File: src/asx_map.svh
// register map, field positions, reset values and timing counts
`ifndef ASX_MAP_SVH
`define ASX_MAP_SVH
`define ASX_IDX_INTERVAL 16'hFF6B
`define ASX_IDX_MODE 16'hFF60
`define ASX_IDX_CTRL 16'hFF61
`define ASX_IDX_PTR 16'hFF62
`define ASX_IDX_SHIFT 16'hFF63
`define ASX_IDX_STATUS 16'hFF64
`define ASX_IDX_RAM_LO 16'hFAC0
`define ASX_IDX_RAM_HI 16'hFADF
`define ASX_INTERVAL_RST 8'h00
`define ASX_BIT_ICTRL 7
`define ASX_FLD_IVAL_LSB 0
`define ASX_FLD_IVAL_MSB 4
`define ASX_BIT_SIE 7
`define ASX_BIT_AUTO 6
`define ASX_BIT_HALF 0
`define ASX_BIT_RXEN 5
`define ASX_BIT_ACTIVE 3
`define ASX_BIT_RELOAD 2
`define ASX_BIT_IRQ 0
`define ASX_GAP_UNIT 12'h040
`define ASX_GAP_BASE 12'h020
`define ASX_MIN_FALLS 2'h2
`define ASX_LAST_BIT 3'h7
`endif

File: src/asx_pkg.sv
// types shared by the auto serial transfer engine
`default_nettype none
package asx_pkg;
  typedef enum logic [2:0] {
    ASX_IDLE = 3'b000,
    ASX_LOAD = 3'b001,
    ASX_WAIT = 3'b010,
    ASX_SHIFT = 3'b011,
    ASX_STORE = 3'b100
  } asx_state_t;
endpackage
`default_nettype wire

File: src/asx_auto_xfer.sv
// automatic buffer-to-serial transfer engine with apb registers
//
// Design decision made here: register access over APB.
`timescale 1ns/1ps
`default_nettype none
`include "asx_map.svh"
// Summary of operation
// - gap set by the programmed interval field, (field + 1) * 64 + 32 base ticks
// - gap never shorter than two serial periods
// - control bit enables programmed interval timing
// - busy handshake ignored under interval control
// - trigger write only starts, value discarded
// - copy buffer byte to shifter, shift out
// - received byte stored at current pointer
// - decrement pointer, end after address zero
// - clear active flag at termination
// - raise completion flag after final byte
// - basic mode (auto bit clear) exchanges no bytes, trigger needs both enable and auto bits
// - strobe and busy pins released
// - gap inserted between bytes, none after the final byte
// - serial output low while inactive
// - store, decrement, then load next byte
// - interval base is main clock or half
module asx_auto_xfer
  import asx_pkg::*;
(
  input wire logic core_clk,
  input wire logic rst_n,
  input wire logic psel,
  input wire logic penable,
  input wire logic pwrite,
  input wire logic [17:0] paddr,
  input wire logic [31:0] pwdata,
  output logic [31:0] prdata,
  output logic pready,
  output logic pslverr,
  input wire logic sck_in,
  input wire logic si_in,
  output logic serial_out_pin,
  output logic strobe_pin_out,
  output logic strobe_pin_oe,
  output logic busy_pin_out,
  output logic busy_pin_oe
);
  logic [15:0] idx;
  logic wr_acc;
  logic setup;
  logic ram_hit;
  logic known;
  logic [7:0] ram [0:31];
  logic [7:0] ram_wdata;
  logic [4:0] ram_waddr;
  logic ram_we;

  // register state
  logic [7:0] interval_reg, interval_next;
  logic [7:0] mode_reg, mode_next;
  logic rx_en_reg, rx_en_next;
  logic reload_reg, reload_next;
  logic active_reg, active_next;
  logic irq_reg, irq_next;
  logic [4:0] ptr_reg, ptr_next;
  logic [31:0] prdata_reg, prdata_next;
  logic err_reg, err_next;

  // engine state
  asx_state_t state_reg, state_next;
  logic [7:0] sh_reg, sh_next;
  logic so_reg, so_next;
  logic [2:0] bit_reg, bit_next;
  logic [11:0] gap_reg, gap_next;
  logic [1:0] falls_reg, falls_next;
  logic first_reg, first_next;
  logic div_reg, div_next;

  // link synchronisers and edge finder
  logic sck_s1_reg, sck_s2_reg, sck_s3_reg;
  logic si_s1_reg, si_s2_reg;
  logic sck_rise, sck_fall;
  logic base_tick;
  logic trigger;

  always_ff @(posedge core_clk or negedge rst_n) begin
    if (!rst_n) begin
      // link clock idles high, no false edge after reset
      sck_s1_reg <= 1'b1;
      sck_s2_reg <= 1'b1;
      sck_s3_reg <= 1'b1;
      si_s1_reg <= 1'b0;
      si_s2_reg <= 1'b0;
    end else begin
      sck_s1_reg <= sck_in;
      sck_s2_reg <= sck_s1_reg;
      sck_s3_reg <= sck_s2_reg;
      si_s1_reg <= si_in;
      si_s2_reg <= si_s1_reg;
    end
  end

  assign sck_rise = sck_s2_reg & ~sck_s3_reg;
  assign sck_fall = ~sck_s2_reg & sck_s3_reg;

  assign base_tick = mode_reg[`ASX_BIT_HALF] ? div_reg : 1'b1;

  assign idx = paddr[17:2];
  assign setup = psel & ~penable;
  assign wr_acc = psel & penable & pwrite;
  assign ram_hit = (idx >= `ASX_IDX_RAM_LO) && (idx <= `ASX_IDX_RAM_HI);
  assign known = ram_hit || (idx == `ASX_IDX_INTERVAL) || (idx == `ASX_IDX_MODE) ||
                 (idx == `ASX_IDX_CTRL) || (idx == `ASX_IDX_PTR) ||
                 (idx == `ASX_IDX_SHIFT) || (idx == `ASX_IDX_STATUS);

  assign trigger = wr_acc && (idx == `ASX_IDX_SHIFT) && (state_reg == ASX_IDLE) &&
                   mode_reg[`ASX_BIT_SIE] && mode_reg[`ASX_BIT_AUTO];

  always_comb begin
    interval_next = interval_reg;
    mode_next = mode_reg;
    rx_en_next = rx_en_reg;
    reload_next = reload_reg;
    active_next = active_reg;
    irq_next = irq_reg;
    ptr_next = ptr_reg;
    prdata_next = prdata_reg;
    err_next = err_reg;
    state_next = state_reg;
    sh_next = sh_reg;
    so_next = so_reg;
    bit_next = bit_reg;
    gap_next = gap_reg;
    falls_next = falls_reg;
    first_next = first_reg;
    div_next = ~div_reg;
    ram_we = 1'b0;
    ram_waddr = ptr_reg;
    ram_wdata = sh_reg;

    // read data captured in setup, answered in access
    if (setup) begin
      err_next = ~known;
      prdata_next = 32'h0000_0000;
      if (ram_hit) begin
        prdata_next[7:0] = ram[idx[4:0]];
      end else begin
        case (idx)
          `ASX_IDX_INTERVAL: prdata_next[7:0] = interval_reg;
          `ASX_IDX_MODE: prdata_next[7:0] = mode_reg;
          `ASX_IDX_CTRL: begin
            prdata_next[`ASX_BIT_RXEN] = rx_en_reg;
            prdata_next[`ASX_BIT_RELOAD] = reload_reg;
            prdata_next[`ASX_BIT_ACTIVE] = active_reg;
          end
          `ASX_IDX_PTR: prdata_next[4:0] = ptr_reg;
          `ASX_IDX_SHIFT: prdata_next[7:0] = sh_reg;
          `ASX_IDX_STATUS: prdata_next[`ASX_BIT_IRQ] = irq_reg;
          default: prdata_next = 32'h0000_0000;
        endcase
      end
    end

    if (wr_acc) begin
      if (ram_hit) begin
        ram_we = 1'b1;
        ram_waddr = idx[4:0];
        ram_wdata = pwdata[7:0];
      end
      case (idx)
        `ASX_IDX_INTERVAL: interval_next = pwdata[7:0];
        `ASX_IDX_MODE: mode_next = pwdata[7:0];
        `ASX_IDX_CTRL: begin
          rx_en_next = pwdata[`ASX_BIT_RXEN];
          reload_next = pwdata[`ASX_BIT_RELOAD];
        end
        `ASX_IDX_PTR: ptr_next = pwdata[4:0];
        `ASX_IDX_STATUS: begin
          if (pwdata[`ASX_BIT_IRQ]) begin
            irq_next = 1'b0;
          end
        end
        default: ;
      endcase
    end

    if (base_tick && gap_reg != 12'h000) begin
      gap_next = gap_reg - 12'h001;
    end

    case (state_reg)
      ASX_IDLE: begin
        if (trigger) begin
          active_next = 1'b1;
          first_next = 1'b1;
          // no stale bit from the last run before the first fall
          so_next = 1'b0;
          gap_next = 12'h000;
          state_next = ASX_LOAD;
        end
      end
      ASX_LOAD: begin
        sh_next = ram[ptr_reg];
        state_next = ASX_WAIT;
      end
      ASX_WAIT: begin
        if (sck_fall && falls_reg != 2'h3) begin
          falls_next = falls_reg + 2'h1;
        end
        if (sck_fall && gap_reg == 12'h000 && (first_reg || falls_reg >= `ASX_MIN_FALLS)) begin
          so_next = sh_reg[7];
          bit_next = 3'h0;
          first_next = 1'b0;
          state_next = ASX_SHIFT;
        end
      end
      ASX_SHIFT: begin
        if (sck_rise) begin
          sh_next = {sh_reg[6:0], si_s2_reg};
          bit_next = bit_reg + 3'h1;
          if (bit_reg == `ASX_LAST_BIT) begin
            state_next = ASX_STORE;
          end
        end else if (sck_fall) begin
          so_next = sh_reg[7];
        end
      end
      ASX_STORE: begin
        // store first, then pointer, then load
        if (rx_en_reg) begin
          ram_we = 1'b1;
          ram_waddr = ptr_reg;
          ram_wdata = sh_reg;
        end
        falls_next = 2'h0;
        if (ptr_reg == 5'h00) begin
          active_next = 1'b0;
          irq_next = 1'b1;
          state_next = ASX_IDLE;
        end else begin
          ptr_next = ptr_reg - 5'h01;
          state_next = ASX_LOAD;
          if (interval_reg[`ASX_BIT_ICTRL]) begin
            gap_next = ({7'h00, interval_reg[`ASX_FLD_IVAL_MSB:`ASX_FLD_IVAL_LSB]} + 12'h001)
                       * `ASX_GAP_UNIT + `ASX_GAP_BASE;
          end else begin
            gap_next = 12'h000;
          end
        end
      end
      default: state_next = ASX_IDLE;
    endcase
  end

  always_ff @(posedge core_clk or negedge rst_n) begin
    if (!rst_n) begin
      interval_reg <= `ASX_INTERVAL_RST;
      mode_reg <= 8'h00;
      rx_en_reg <= 1'b0;
      reload_reg <= 1'b0;
      active_reg <= 1'b0;
      irq_reg <= 1'b0;
      ptr_reg <= 5'h00;
      prdata_reg <= 32'h0000_0000;
      err_reg <= 1'b0;
      state_reg <= ASX_IDLE;
      sh_reg <= 8'h00;
      so_reg <= 1'b0;
      bit_reg <= 3'h0;
      gap_reg <= 12'h000;
      falls_reg <= 2'h0;
      first_reg <= 1'b0;
      div_reg <= 1'b0;
    end else begin
      interval_reg <= interval_next;
      mode_reg <= mode_next;
      rx_en_reg <= rx_en_next;
      reload_reg <= reload_next;
      active_reg <= active_next;
      irq_reg <= irq_next;
      ptr_reg <= ptr_next;
      prdata_reg <= prdata_next;
      err_reg <= err_next;
      state_reg <= state_next;
      sh_reg <= sh_next;
      so_reg <= so_next;
      bit_reg <= bit_next;
      gap_reg <= gap_next;
      falls_reg <= falls_next;
      first_reg <= first_next;
      div_reg <= div_next;
    end
  end

  // buffer ram, engine store wins over bus write
  always_ff @(posedge core_clk) begin
    if (ram_we) begin
      ram[ram_waddr] <= ram_wdata;
    end
  end

  assign prdata = prdata_reg;
  assign pready = 1'b1;
  assign pslverr = psel & penable & err_reg;
  assign serial_out_pin = active_reg & so_reg;
  assign strobe_pin_out = 1'b0;
  assign strobe_pin_oe = 1'b0;
  assign busy_pin_out = 1'b0;
  assign busy_pin_oe = 1'b0;
endmodule // asx_auto_xfer
`default_nettype wire

File: config.mk
export PLATFORM = sky130hd
export DESIGN_NAME = asx_auto_xfer
export DESIGN_NICKNAME = d
export VERILOG_FILES = /design/src/asx_pkg.sv /design/src/asx_auto_xfer.sv
export VERILOG_INCLUDE_DIRS = /design/src
export SDC_FILE = /design/constraint.sdc
export NUM_CORES = 1
export LEC_CHECK = 0
export ABC_CLOCK_PERIOD_IN_PS = 3140
export BUFFER_PORTS_ARGS = -buffer_cell sky130_fd_sc_hd__buf_2
export CORE_MARGIN = 2
export CORE_UTILIZATION = 35
export CTS_BUF_LIST = sky130_fd_sc_hd__clkbuf_4 sky130_fd_sc_hd__clkbuf_8 sky130_fd_sc_hd__clkbuf_16
export DETAILED_ROUTE_END_ITERATION = 10
export PLACE_DENSITY = 0.57
export SYNTH_ARGS = -nofsm -noshare
export SYNTH_HDL_FRONTEND = slang
export SYNTH_SLANG_ARGS = --single-unit
File: constraint.sdc
create_clock -name core_clk -period 3.14 [get_ports core_clk]
set_input_delay 0.314 -clock core_clk [delete_from_list [all_inputs] [get_ports core_clk]]
set_output_delay 0.314 -clock core_clk [all_outputs]
set_load 0.03 [all_outputs]
==> results.cfg <==
[run_status]
status = finished clean

[setup_path]
r2r_setup_slack_ns = 0.45
required_ns = 3.53
max_stage_delay_ns = 0.79
cp_cell_sequence = buf_4 > mux4_2 > o22ai_1 > nor2_1 > o211ai_1 > nand3_1
r2r-start = ptr_reg[0]
crit_path_end_kind = register
worstPathArrival_ns = 3.07
crit_fanout = 29
crit-reg2reg-capture = sh_reg[6]
worstSetupPathType = register to register
rr_worst_depth = 6
cp_slowest_cell = dfrtp_4
start_kind = register

[global_routing]
grt_pass1_vias = 10500
grt_pass1_wl_mm = 70.2
antenna_found_initial = 0
track_usage_pct = 20.0
grt_max_degree = 71
overflow = 0

[timing]
rsz0062_at_grt = false
maxSlewHeadroom_pct = 38.4
period_needed_ns = 2.69
period_share_pct = 85.5
tns_ns = 0
worst_slew_pin_slew_ns = 0.924
setup_viol = 0
slew_violations = 0
fmax_mhz = 372
hold_viol = 0
fin_skew_ns = 0.0317

[detailed_routing]
finalWirelength_mm = 47.4
first_pass_iters = 7
vias = 10500
ant_nets = 0
drc = 0
viasPerCell = 5.84
post_drt_wl_per_cell_um = 26.3
drtIter0Drc = 1180

[layout]
layout_commonest_cell = edfxtp_1
diodes = 0
largest_register_ffs = 256
fin_util_pct = 41.2
fillers = 4102
final_cell_mix = edfxtp_1 (256), mux4_2 (119), buf_4 (92)
area_delta_synth_final_pct = 15.5
drive_above_1_share_pct = 29.5
num-nets-final = 1240

[placed_design]
gp_congestion = 0.948
dp_hpwl_mm = 32.8
port_buffers = 40

[synth]
synth_top_family_by_area = multiplexers
synth.area.mux_share_pct = 21.9
ys_top_cells_by_area = edfxtp_1 (47%), mux4_2 (16%), dfrtp_1 (10%)
synthArstFlopShare_pct = 21.5
synth-seq-cells = 326
yosysUniqueCellTypes = 75
synth_fa_ha_area_share_pct = 0.539
netlist.area_leader.share_pct = 47.3
synthSimpleGateAreaFrac_pct = 9.23
synth-xor-area-share_pct = 0.646
synth_area_per_cell_um2 = 15.2
yosysSeqAreaShare_pct = 58.1
synth_compound_area_share_pct = 5.80
synth_edf_count = 256
yosys.area.top_type = edfxtp_1
syn-cell-area_mm2 = 0.0163
ys_warn_count = 0
synthCells = 1069
ys.flop_type = edfxtp_1

[die]
die_y_um = 220
rows = 78
die_area_mm2 = 0.0482
core_mm2 = 0.0456
start_util_pct = 35.7
ios = 96
die_w_um = 220

[power]
leakage_uw = 0.00692
peakVddDrop_mv = 0.428
powerDensity_mw_per_mm2 = 506

[worst_hold_path]
hold_depth = 2
min_from = pwdata[6]
min_to = mode_reg[6]
min_path_type = input port to register

[cts]
clockRootBuffer = clkbuf_16
htree_levels = 2
cts_tree = done
numClockSinks = 326
cts_resized = 0
ctsLongestPathBuffers = 3
path_clk_slew_ns = 0.06
cts_made_buffers = 37
clk_latency_ns = 0.56

[job]
cap_violations = 0
-- synth_stat cells (6+ instances only) --
master	count
nor2_1	80
a211oi_1	6
o211ai_1	12
a22oi_1	8
o21ai_0	24
inv_1	14
nand3_1	40
nor3_1	22
edfxtp_1	256
mux4_2	119
nand2_1	76
ha_1	7
nor2b_1	10
buf_2	23
mux2_2	21
a31oi_1	13
a21oi_1	8
buf_1	8
o22ai_1	26
buf_4	33
dfrtp_1	67
xor2_1	9
clkbuf_1	26
mux4_1	14
nand2b_1	12
mux2i_1	27
-- repair_timing --
action | in CTS | in global routing
buffers inserted | 0 | 0
endpoints found under the hold margin | 69 | 0
hold buffers | 3 | 0
-- where the power goes --
group / switching [uW] / internal (uW) / leakage (uW)
clock: 1780 / 2530 / 0.000605
combinational: 304 / 180 / 0.00298
sequential: 52.7 / 4650 / 0.00333
-- through the flow --
| step | hold WS (ns) | cell area [um^2] | instances | setup slack, ns | power (uW) |
|---|---|---|---|---|---|
| 6_report | 0.0638 | 18800 | 1804 | 0.454 | 9500 |
| 5_1_grt | 0.0595 | 18800 | 1804 | 0.272 | 9800 |
| 4_1_cts | 0.0592 | 18800 | 1804 | 0.496 | 9590 |
| 3_5_place_dp | 0.349 | 17500 | 1734 | 0.382 | 5270 |
| 3_3_place_gp | 0.351 | 17500 | 1734 | 0.410 | 5270 |
| 2_1_floorplan | 0.0184 | 16400 | 1096 | 0.739 | 5130 |
-- cell type report --
class	count	area (um^2)	share of cell area [%]
Sequential cell	326	9450	50.3
Multi-Input combinational cell	660	6310	33.6
Clock buffer	49	1050	5.57
Timing Repair Buffer	137	1010	5.36
Tap cell	600	751	4.00
Clock inverter	18	165	0.880
Inverter	14	52.6	0.280
-- worst max-delay path by stage --
| stage | from | endpoint | slack (ns) | cells after the start |
|---|---|---|---|---|
| after floorplan | ptr_reg[1] | gap_reg[1] | 0.74 | 11 |
| after global placement | paddr[17] | ram[29][4] | 0.41 | 8 |
| after detailed placement | paddr[17] | ram[5][1] | 0.38 | 8 |
| after CTS | ptr_reg[0] | sh_reg[7] | 0.50 | 6 |
| after global routing | gap_reg[0] | bit_reg[0] | 0.27 | 7 |
| final | ptr_reg[0] | sh_reg[6] | 0.45 | 6 |
-- cells by family after synthesis --
group	Yosys count
multiplexers	181
AO/OA/AOI/OAI	135
adder cells (fa/ha/maj)	7
XOR/XNOR	12
other	2
buffers and inverters	110
flip-flops	326
AND/OR/NAND/NOR	296
-- critical path, delay by kind of cell (launching register included) --
kind | cells | cell delay (ns)
DFF | 1 | 0.79
muxes | 1 | 0.52
AOI/OAI and AO/OA | 2 | 0.70
buffers and inverters | 1 | 0.27
and+or+nand+nor | 2 | 0.22
-- routing by layer --
layer	up-vias	global-route usage, %	wire length, um
met2	505	32.6	22900
met4	0	6.98	1650
li1	4473	-	-
met1	5466	27.1	19300
met5	-	0	0
met3	92	3.30	3570
No activity file was read; power rests on OpenSTA's default activity.
